$ cat src/core/sap_consts.svh
// Register map, field positions, reset values and timing counts of the serial audio ports
`ifndef SAP_CONSTS_SVH
`define SAP_CONSTS_SVH
// Word indices; byte address is four times the index
`define SAP_IDX_CTRL 2'h0
`define SAP_IDX_STAT 2'h1
`define SAP_IDX_RXD 2'h2
`define SAP_IDX_TXD 2'h3
// Control field positions
`define SAP_C_IFMT 0
`define SAP_C_OFMT 3
`define SAP_C_MST 6
`define SAP_C_RJD 7
`define SAP_C_ILINE 9
`define SAP_C_OLINE 11
`define SAP_C_R192 13
`define SAP_C_EN 14
`define SAP_CTRL_RST 16'h0000
// Status bit positions
`define SAP_S_RXV 0
`define SAP_S_OVR 1
`define SAP_S_FULL 2
`define SAP_S_MACT 3
`define SAP_S_UDR 4
`define SAP_S_SLOT 5
// Framing counts in bit clocks
`define SAP_DLY_ONE 9'h001
`define SAP_DLY_RJ8 9'h008
`define SAP_DLY_RJ12 9'h00C
`define SAP_DLY_RJ16 9'h010
`define SAP_WLEN 5'h18
`define SAP_HALF_2CH 9'h020
`define SAP_FRAME_2CH 9'h040
`define SAP_HALF_TDM 9'h080
`define SAP_FRAME_TDM 9'h100
// Master bit clock half period in system clocks
`define SAP_BCLK_DIV 4
`endif

$ cat src/core/sap_pkg.sv
// Types shared by the serial audio ports
package sap_pkg;
  typedef enum logic [2:0] {
    SAP_FMT_I2S = 3'h0,
    SAP_FMT_LJ = 3'h1,
    SAP_FMT_RJ = 3'h2,
    SAP_FMT_TDMC = 3'h3,
    SAP_FMT_TDMP = 3'h4
  } sap_fmt_t;

  typedef struct packed {
    logic [7:0] s1;
    logic [7:0] s2;
    logic ibp;
    logic il_q;
    logic [8:0] ipos;
    logic [23:0] iword;
    logic [23:0] rx_word;
    logic [2:0] rx_slot;
    logic rx_valid;
    logic ovr;
    logic obp;
    logic ol_q;
    logic [8:0] opos;
    logic [8:0] olen;
    logic [23:0] oword;
    logic [3:0] olines;
    logic udr;
    logic [15:0] ctrl;
    logic [23:0] buf0;
    logic [23:0] buf1;
    logic [1:0] bcnt;
    logic ack;
    logic [31:0] rdat;
    logic [7:0] mdiv;
    logic mbclk;
    logic mlr;
    logic [8:0] mpos;
    logic mact;
  } sap_state_t;
endpackage

$ cat src/core/sap_serial_ports.sv
// Serial audio input and output ports on twelve multipurpose pins, Wishbone register access
// Operation
// [RQ1] Pins 0-5 input port, 6-11 output port
// [RQ2] Input clocks slave; output clocks master or slave
// [RQ3] Input and output formats set independently
// [RQ4] Slave ADC needs master output clocks looped back
// [RQ5] Slave ADC returns data on an input line
// [RQ6] DAC served only by the output port
// [RQ7] Data changes on falling bit clock
// [RQ8] I2S: falling frame edge, MSB one bit late
// [RQ9] Left-justified: rising frame edge, MSB aligned
// [RQ10] Right-justified: MSB delayed 8, 12 or 16
// [RQ11] TDM clock: falling edge, MSB one bit late
// [RQ12] TDM pulse: rising pulse, MSB one bit late
// [RQ13] TDM uses data line zero both ways
// [RQ14] Right-justified needs exactly 64 bit clocks
// [RQ15] TDM at 192 kHz: output port slave only
// [RQ16] Words truncated to 24 bits, no error
// [RQ17] TDM frame: eight 32-bit slots, MSB first
`timescale 1ns/10ps
`include "sap_consts.svh"
module sap_serial_ports #(
  parameter int BCLK_DIV = `SAP_BCLK_DIV
) (
  // Clock and reset
  input wire logic clk_i,
  input wire logic rst_i,
  // Wishbone slave
  input wire logic wb_cyc_i,
  input wire logic wb_stb_i,
  input wire logic wb_we_i,
  input wire logic [3:0] wb_adr_i,
  input wire logic [3:0] wb_sel_i,
  input wire logic [31:0] wb_dat_i,
  output logic [31:0] wb_dat_o,
  output logic wb_ack_o,
  // Multipurpose pins
  input wire logic [11:0] multipurpose_pins_i,
  output logic [11:0] multipurpose_pins_o,
  output logic [11:0] multipurpose_pins_oe_n_o
);
  import sap_pkg::*;

  sap_state_t st_ff;
  sap_state_t nxt_st;

  // MSB delay from the frame marker in bit clocks
  function automatic logic [8:0] msb_dly(input logic [2:0] fmt, input logic [1:0] rjd);
    if (fmt == SAP_FMT_LJ) begin
      return 9'h000;
    end else if (fmt == SAP_FMT_RJ) begin
      return (rjd == 2'h0) ? `SAP_DLY_RJ8 : (rjd == 2'h1) ? `SAP_DLY_RJ12 : `SAP_DLY_RJ16;
    end
    return `SAP_DLY_ONE;
  endfunction

  function automatic logic is_tdm(input logic [2:0] fmt);
    return fmt == SAP_FMT_TDMC || fmt == SAP_FMT_TDMP;
  endfunction

  // Marker edge: any edge in two-channel modes, one edge in TDM
  function automatic logic mark_edge(input logic [2:0] fmt, input logic lr, input logic lr_q);
    logic e;
    e = lr != lr_q;
    if (fmt == SAP_FMT_TDMC) begin
      return e && !lr;
    end else if (fmt == SAP_FMT_TDMP) begin
      return e && lr;
    end
    return e;
  endfunction

  // Bit info for a position: {valid, last, slot[2:0], index[4:0]}
  function automatic logic [9:0] bit_info(input logic [2:0] fmt, input logic [1:0] rjd,
                                          input logic [8:0] pos, input logic lr);
    logic [8:0] p;
    logic [7:0] w;
    logic [4:0] wl;
    logic v;
    logic [2:0] sl;
    p = pos - msb_dly(fmt, rjd);
    w = is_tdm(fmt) ? {3'h0, p[4:0]} : p[7:0];
    wl = (fmt == SAP_FMT_RJ) ? 5'(6'h20 - 6'(msb_dly(fmt, rjd))) : `SAP_WLEN;
    v = !p[8] && (w < {3'h0, wl});
    sl = is_tdm(fmt) ? p[7:5] : {2'h0, (fmt == SAP_FMT_I2S) ? lr : !lr};
    return {v, v && (w[4:0] == 5'(wl - 5'h01)), sl, w[4:0]};
  endfunction

  logic [2:0] ifmt, ofmt;
  logic [1:0] rjd;
  logic en, irise, ofall, orise, ob_src, ol_src, acc, rx_pop, tx_push;
  logic [1:0] widx;
  logic [8:0] q, flen, idly;
  logic [9:0] bi, bo;
  logic [23:0] w, tw;
  logic dline, tbit;

  // Field decode and edge detection on synchronised pins, or on the master clocks when the master is active
  assign ifmt = st_ff.ctrl[`SAP_C_IFMT +: 3]; // RQ3
  assign ofmt = st_ff.ctrl[`SAP_C_OFMT +: 3]; // RQ3
  assign rjd = st_ff.ctrl[`SAP_C_RJD +: 2];
  assign en = st_ff.ctrl[`SAP_C_EN];
  assign irise = en && st_ff.s2[5] && !st_ff.ibp;
  // Master output clocks feed the output engine directly, no sync needed
  assign ob_src = st_ff.mact ? st_ff.mbclk : st_ff.s2[7];
  assign ol_src = st_ff.mact ? st_ff.mlr : st_ff.s2[6];
  assign orise = en && ob_src && !st_ff.obp;
  assign ofall = en && !ob_src && st_ff.obp; // RQ7
  assign acc = wb_cyc_i && wb_stb_i && !st_ff.ack;
  assign widx = wb_adr_i[3:2];
  assign tx_push = acc && wb_we_i && widx == `SAP_IDX_TXD && st_ff.bcnt != 2'h2;
  assign rx_pop = acc && !wb_we_i && widx == `SAP_IDX_RXD;
  assign flen = is_tdm(ofmt) ? `SAP_FRAME_TDM : `SAP_FRAME_2CH; // RQ14 RQ17
  assign idly = msb_dly(ifmt, rjd);

  // Next state of the whole block
  always_comb begin
    nxt_st = st_ff;
    bi = 10'h000;
    bo = 10'h000;
    w = st_ff.iword;
    tw = st_ff.oword;
    q = 9'h000;
    tbit = 1'b0;
    // Two-flop synchronisers for input port pins and output clock pins
    nxt_st.s1 = {multipurpose_pins_i[11:10], multipurpose_pins_i[5:0]};
    nxt_st.s2 = st_ff.s1;
    nxt_st.ibp = st_ff.s2[5];
    nxt_st.obp = ob_src;
    // Data line select; in two-channel formats a slave ADC may use any of the four lines
    dline = is_tdm(ifmt) ? st_ff.s2[0] : st_ff.s2[st_ff.ctrl[`SAP_C_ILINE +: 2]]; // RQ5 RQ13
    // Input engine samples on the rising bit clock
    if (irise) begin
      nxt_st.il_q = st_ff.s2[4];
      nxt_st.ipos = mark_edge(ifmt, st_ff.s2[4], st_ff.il_q) ? 9'h000 : 9'(st_ff.ipos + 9'h001); // RQ8 RQ9 RQ11 RQ12
      bi = bit_info(ifmt, rjd, nxt_st.ipos, st_ff.s2[4]); // RQ10
      if (bi[9]) begin
        if (bi[4:0] == 5'h00) begin
          w = 24'h000000;
        end
        w[5'h17 - bi[4:0]] = dline; // RQ16
        nxt_st.iword = w;
      end
      // Completed word; unread previous word counts as overrun
      if (bi[8]) begin
        nxt_st.rx_word = w;
        nxt_st.rx_slot = bi[7:5];
      end
    end
    // Output engine: learn marker spacing at rise, drive at fall
    if (orise) begin
      nxt_st.ol_q = ol_src;
      if (mark_edge(ofmt, ol_src, st_ff.ol_q)) begin
        nxt_st.opos = 9'h000;
        nxt_st.olen = 9'(st_ff.opos + 9'h001);
      end else begin
        nxt_st.opos = 9'(st_ff.opos + 9'h001);
      end
    end
    // Predict next position so data leads the rising edge
    if (ofall) begin
      q = (9'(st_ff.opos + 9'h001) == st_ff.olen) ? 9'h000 : 9'(st_ff.opos + 9'h001);
      bo = bit_info(ofmt, rjd, q, st_ff.ol_q);
      if (bo[9] && bo[4:0] == 5'h00) begin
        if (st_ff.bcnt != 2'h0) begin
          tw = st_ff.buf0;
          nxt_st.buf0 = st_ff.buf1;
          nxt_st.bcnt = 2'(st_ff.bcnt - 2'h1);
        end else begin
          tw = 24'h000000;
          nxt_st.udr = 1'b1;
        end
        nxt_st.oword = tw;
      end
      tbit = bo[9] && tw[5'h17 - bo[4:0]]; // RQ17
      nxt_st.olines = 4'h0;
      if (is_tdm(ofmt)) begin
        nxt_st.olines[0] = tbit; // RQ13
      end else begin
        nxt_st.olines[st_ff.ctrl[`SAP_C_OLINE +: 2]] = tbit; // RQ6
      end
    end
    // Transmit buffer push; the write stalls while both entries hold words
    if (tx_push) begin
      if (nxt_st.bcnt == 2'h0) begin
        nxt_st.buf0 = wb_dat_i[23:0];
      end else begin
        nxt_st.buf1 = wb_dat_i[23:0];
      end
      nxt_st.bcnt = 2'(nxt_st.bcnt + 2'h1);
    end
    // Receive holding flag: a new word wins over a pop in the same cycle
    if (irise && bi[8]) begin
      nxt_st.rx_valid = 1'b1;
      if (st_ff.rx_valid && !rx_pop) begin
        nxt_st.ovr = 1'b1;
      end
    end else if (rx_pop) begin
      nxt_st.rx_valid = 1'b0;
    end
    // Master clock generator; TDM at 192 kHz refuses master
    nxt_st.mact = en && st_ff.ctrl[`SAP_C_MST] && !(is_tdm(ofmt) && st_ff.ctrl[`SAP_C_R192]); // RQ2 RQ15
    if (!st_ff.mact) begin
      nxt_st.mdiv = 8'h00;
      nxt_st.mbclk = 1'b1;
      nxt_st.mpos = 9'(flen - 9'h001);
      nxt_st.mlr = 1'b0;
    end else if (st_ff.mdiv == 8'(BCLK_DIV - 1)) begin
      nxt_st.mdiv = 8'h00;
      nxt_st.mbclk = !st_ff.mbclk;
      // Frame clock moves on the falling bit clock
      if (st_ff.mbclk) begin
        nxt_st.mpos = (9'(st_ff.mpos + 9'h001) >= flen) ? 9'h000 : 9'(st_ff.mpos + 9'h001);
        unique case (ofmt)
          SAP_FMT_I2S: nxt_st.mlr = nxt_st.mpos >= `SAP_HALF_2CH; // RQ8
          SAP_FMT_TDMC: nxt_st.mlr = nxt_st.mpos >= `SAP_HALF_TDM; // RQ11
          SAP_FMT_TDMP: nxt_st.mlr = nxt_st.mpos == 9'h000; // RQ12
          default: nxt_st.mlr = nxt_st.mpos < `SAP_HALF_2CH; // RQ9 RQ10
        endcase
      end
    end else begin
      nxt_st.mdiv = 8'(st_ff.mdiv + 8'h01);
    end
    // Bus access; writes take effect in the cycle that raises ack
    nxt_st.ack = acc && !(wb_we_i && widx == `SAP_IDX_TXD && st_ff.bcnt == 2'h2);
    if (nxt_st.ack && wb_we_i && widx == `SAP_IDX_CTRL) begin
      if (wb_sel_i[0]) begin
        nxt_st.ctrl[7:0] = wb_dat_i[7:0];
      end
      if (wb_sel_i[1]) begin
        nxt_st.ctrl[15:8] = wb_dat_i[15:8];
      end
    end
    // Write one clears sticky flags, unless set again this cycle
    if (nxt_st.ack && wb_we_i && widx == `SAP_IDX_STAT && wb_sel_i[0]) begin
      if (wb_dat_i[`SAP_S_OVR] && !(irise && bi[8] && st_ff.rx_valid && !rx_pop)) begin
        nxt_st.ovr = 1'b0;
      end
      if (wb_dat_i[`SAP_S_UDR] && !(ofall && bo[9] && bo[4:0] == 5'h00 && st_ff.bcnt == 2'h0)) begin
        nxt_st.udr = 1'b0;
      end
    end
    unique case (widx)
      `SAP_IDX_CTRL: nxt_st.rdat = {16'h0000, st_ff.ctrl};
      `SAP_IDX_STAT: nxt_st.rdat = {24'h000000, st_ff.rx_slot, st_ff.udr, st_ff.mact,
                                    st_ff.bcnt == 2'h2, st_ff.ovr, st_ff.rx_valid};
      `SAP_IDX_RXD: nxt_st.rdat = {5'h00, st_ff.rx_slot, st_ff.rx_word};
      default: nxt_st.rdat = 32'h00000000;
    endcase
    if (rst_i) begin
      nxt_st = '0;
      nxt_st.ctrl = `SAP_CTRL_RST;
      nxt_st.mbclk = 1'b1;
    end
  end

  // State register
  always_ff @(posedge clk_i) begin
    st_ff <= nxt_st;
  end

  // Pin drive; input port pins are never driven, enable low means driving
  assign multipurpose_pins_o = {st_ff.mbclk & st_ff.mact, st_ff.mlr & st_ff.mact, st_ff.olines, 6'h00}; // RQ1
  assign multipurpose_pins_oe_n_o = {{2{!st_ff.mact}}, {4{!en}}, 6'h3F}; // RQ1 RQ2 RQ4
  assign wb_dat_o = st_ff.ack ? st_ff.rdat : 32'h00000000;
  assign wb_ack_o = st_ff.ack;
endmodule

$ cat config.mk
export PLATFORM = sky130hd
export DESIGN_NAME = sap_serial_ports
export DESIGN_NICKNAME = d
export VERILOG_FILES = /design/src/core/sap_pkg.sv /design/src/core/sap_serial_ports.sv
export VERILOG_INCLUDE_DIRS = /design/src /design/src/core
export SDC_FILE = /design/constraint.sdc
export NUM_CORES = 1
export LEC_CHECK = 0
export BUFFER_PORTS_ARGS = -buffer_cell sky130_fd_sc_hd__buf_2
export CORE_MARGIN = 8
export CORE_UTILIZATION = 32
export CTS_BUF_LIST = sky130_fd_sc_hd__clkbuf_8
export DETAILED_ROUTE_END_ITERATION = 7
export MAX_ROUTING_LAYER = met4
export SETUP_SLACK_MARGIN = 0.02
export SLEW_MARGIN = 30
export SYNTH_ARGS = -nofsm -noshare
export SYNTH_HDL_FRONTEND = slang
export SYNTH_SLANG_ARGS = --single-unit
$ cat constraint.sdc
create_clock -name clk_i -period 7.1 [get_ports clk_i]
set_input_delay 0.355 -clock clk_i [delete_from_list [all_inputs] [get_ports clk_i]]
set_output_delay 0.355 -clock clk_i [all_outputs]
set_load 0.02 [all_outputs]
==> results.cfg <==
[status]
status = finished, final reports clean

[power_and_ir_drop]
vdd.ir_drop.worst_uv = 116
leakage_uw = 0.00537
total_power_uw = 2880
power_density_nw_per_um2 = 204

[clock_network]
clock_latency_ns = 0.55
post_cts_buffers = 0
clkSlewWorstSetupHoldPaths_ns = 0.06
cts_root_buf = clkbuf_8
cts_tree = built
cts-htree-levels = 2
clockBufferDepth = 3
numCtsBuffers = 43
cts_sinks = 243

[detailed_routing]
viasPerCell = 5.07
drt-pass1-iter-count = 6
drtIter0Drc = 818
route.detailed.drc = 0
dr_total_vias = 10800
drt_wl_total_um = 33900
wl_per_cell_um = 15.9
ant_nets = 0

[floorplanning]
die_area_um2 = 45200
rows = 72
die_height_um = 213
start_util_pct = 32.2
die_w_um = 213
core-area_um2 = 38400
num_io_pins = 114

[sta]
fin_worst_skew_ns = 0.0146
slew_viol_final = 0
post-route-min-period_ns = 6.45
max_slew.worst_pin.slew_ns = 0.903
finalSetupViolCount = 0
tns_ns = 0
finalHoldViolCount = 0
rsz0062_at_grt = false
whs_ns = 0.0298
fmax_mhz = 155
relSlewSlack_pct = 39.5
period_share_pct = 90.9

[logic_synthesis]
synth-seq-cells = 243
synth_edf_count = 0
synth-seq-area-share_pct = 39.3
synth.distinct_cells = 77
syn_area_um2 = 12400
ys.warnings.count = 0
ys_async_sr_fraction_pct = 0
synthCells = 1526
avgSynthCellArea_um2 = 8.11
ys_dominant_reg_cell = dfxtp_1

[job]
cap_violations = 0

[placed_design]
place_hpwl_um = 23700
numPortBuffers = 80
gp_congestion = 0.869

[setup_path]
worstSetupEndpointType = flip-flop
worstPathMaxFanout = 48
critPathCapture = st_ff[99]$_SDFF_PP0_
rrSetupSlack_ns = 0.65
critPathRequiredTime_ns = 7.48
cp.arrival_ns = 6.83
r2r_start = st_ff[158]$_SDFFE_PP0P_
start_kind = flip-flop
r2r_cells = 27
crit_start = st_ff[158]$_SDFFE_PP0P_
r2r_end = st_ff[99]$_SDFF_PP0_
crit_type = flip-flop to flip-flop

[layout]
final_layout_size_suffix_gt1_share_pct = 12.8
fin_util_pct = 36.7
multi_input_area_um2 = 6900
final_nets = 1657
fillers = 4047
syn_to_final_growth_pct = 13.9
seqCellArea_um2 = 4870

[global_route]
grt_pass1_vias = 9927
grt_max_degree = 130
grt_pass1_wl_um = 53900
groute.usage.overall_pct = 15.1
antenna_found_initial = 6
grt_overflow = 0

[min_path]
min_path_type = primary input to flip-flop
hp-start = multipurpose_pins_i[5]
per-stage QoR:
| step | setup WS [ns] | instance area (um^2) | cells |
|---|---|---|---|
| 2_1_floorplan | 0.378 | 12500 | 1547 |
| 3_3_place_gp | 0.550 | 13100 | 2041 |
| 3_5_place_dp | 0.500 | 13100 | 2041 |
| 4_1_cts | 0.439 | 14100 | 2123 |
| 5_1_grt | 0.0441 | 14100 | 2129 |
| 6_report | 0.648 | 14100 | 2130 |
kinds of logic after synthesis:
| logic type | after synthesis | synth area share (%) |
|---|---|---|
| muxes | 75 | 6.12 |
| AOI/OAI and AO/OA | 338 | 17.7 |
| DFF | 243 | 39.3 |
| buffers and inverters | 154 | 5.99 |
| xor gates and xnor gates | 47 | 3.44 |
| and+or+nand+nor | 640 | 24.7 |
| adders and majority gates | 27 | 2.73 |
| other | 2 | 0.0607 |
critical path, cell delays in order (launching register included):
cell	delay (ns)
dfxtp_1	0.44
ha_2	0.33
xnor2_1	0.23
xnor2_1	0.16
a311oi_4	0.36
and3_1	0.27
and2_1	0.16
or2_2	0.11
ha_1	0.27
inv_1	0.14
nor2_1	0.20
nand4_1	0.11
o21ai_1	0.28
xor2_2	0.24
inv_1	0.09
ha_1	0.28
o21ai_0	0.07
nand2b_1	0.07
a21oi_1	0.22
nand2_1	0.11
or3_1	0.52
or4_4	0.62
o21ai_1	0.19
ha_1	0.22
nand2_1	0.06
buf_4	0.28
nor2_1	0.16
a211oi_1	0.06
synth_stat cells, types with 3 or more instances:
cell type | number | area, um^2
or2_2 | 7 | 43.8
nor2b_1 | 29 | 181
o41ai_1 | 4 | 35.0
o22ai_1 | 3 | 18.8
nor3_1 | 47 | 235
nor3b_1 | 7 | 52.6
buf_4 | 28 | 210
nand2_1 | 158 | 593
o21a_1 | 19 | 143
xnor2_1 | 26 | 228
nand3b_1 | 6 | 45.0
o31ai_1 | 7 | 52.6
nand3_1 | 54 | 270
a21oi_1 | 120 | 601
or3_1 | 11 | 68.8
or4_1 | 6 | 45.0
and2_1 | 36 | 225
o21ai_1 | 3 | 15.0
nor4_1 | 7 | 43.8
mux2_2 | 5 | 56.3
o31a_1 | 4 | 35.0
nand4_1 | 8 | 50.1
clkbuf_1 | 84 | 315
a21o_1 | 11 | 82.6
nand2b_1 | 19 | 119
a311oi_1 | 17 | 149
and4_1 | 4 | 35.0
nor2_1 | 208 | 781
buf_6 | 3 | 33.8
a31oi_1 | 12 | 75.1
a211oi_1 | 57 | 428
mux2i_1 | 70 | 701
o21ai_0 | 46 | 230
buf_2 | 5 | 25.0
o211ai_1 | 3 | 22.5
dfxtp_1 | 243 | 4860
buf_1 | 7 | 26.3
and3_1 | 23 | 144
inv_1 | 23 | 86.3
xor2_1 | 20 | 175
a22oi_1 | 4 | 30.0
ha_1 | 27 | 338
what timing repair did:
item	in CTS	in global routing
gates resized for setup	0	3
endpoints found under the setup margin	0	48
hold endpoints to repair	5	0
hold buffers	5	0
layout by cell type, fill, tap and decap left out, types with 25 or more instances in the layout:
master,n
nand3_1,54
clkbuf_8,58
a211oi_1,57
mux2i_1,70
and2_1,36
xnor2_1,26
dfxtp_1,241
inv_1,36
a21oi_1,120
ha_1,26
nor3_1,46
o21ai_0,46
nor2_1,207
buf_4,25
nor2b_1,29
buf_2,79
nand2_1,158
final cells by class:
type | instances | area share [%]
multi-input combinational | 1150 | 48.9
sequential | 243 | 34.5
clock buffer | 57 | 5.56
timing repair buffer | 111 | 4.73
tap | 518 | 4.60
clock inverter | 20 | 0.896
inverter | 24 | 0.639
antenna | 7 | 0.124
state kept, by name (all words and copies together) (netlist names):
register             flops
ifmt                     3
wb_ack_o                 1
multipurpose_pins_o      4
st_ff                  229
ofmt                     3
rjd                      2
en                       1
report_power, final:
part	switching (uW)	leakage, uW	internal (uW)
Combinational	110	0.00289	46.6
Clock	585	0.000517	756
Sequential	8.83	0.00196	1370
Total	704	0.00537	2180
routing by layer:
layer	track usage, %	vias up	share of wire, %
li1	-	5413	-
met2	20.9	242	40
met5	-	-	0
met1	21.2	5083	51
met4	4.52	0	2.3
met3	3.77	60	6.8
worst min-delay path by stage:
stage	depth (start not counted)	to
after global placement	1	st_ff[238]$_SDFF_PP0_
after detailed placement	1	st_ff[235]$_SDFF_PP0_
after floorplan	1	st_ff[232]$_SDFF_PP0_
after CTS	2	st_ff[245]$_SDFF_PP0_
after global routing	2	st_ff[245]$_SDFF_PP0_
final	2	st_ff[245]$_SDFF_PP0_
No activity file was read; power rests on OpenSTA's default activity.
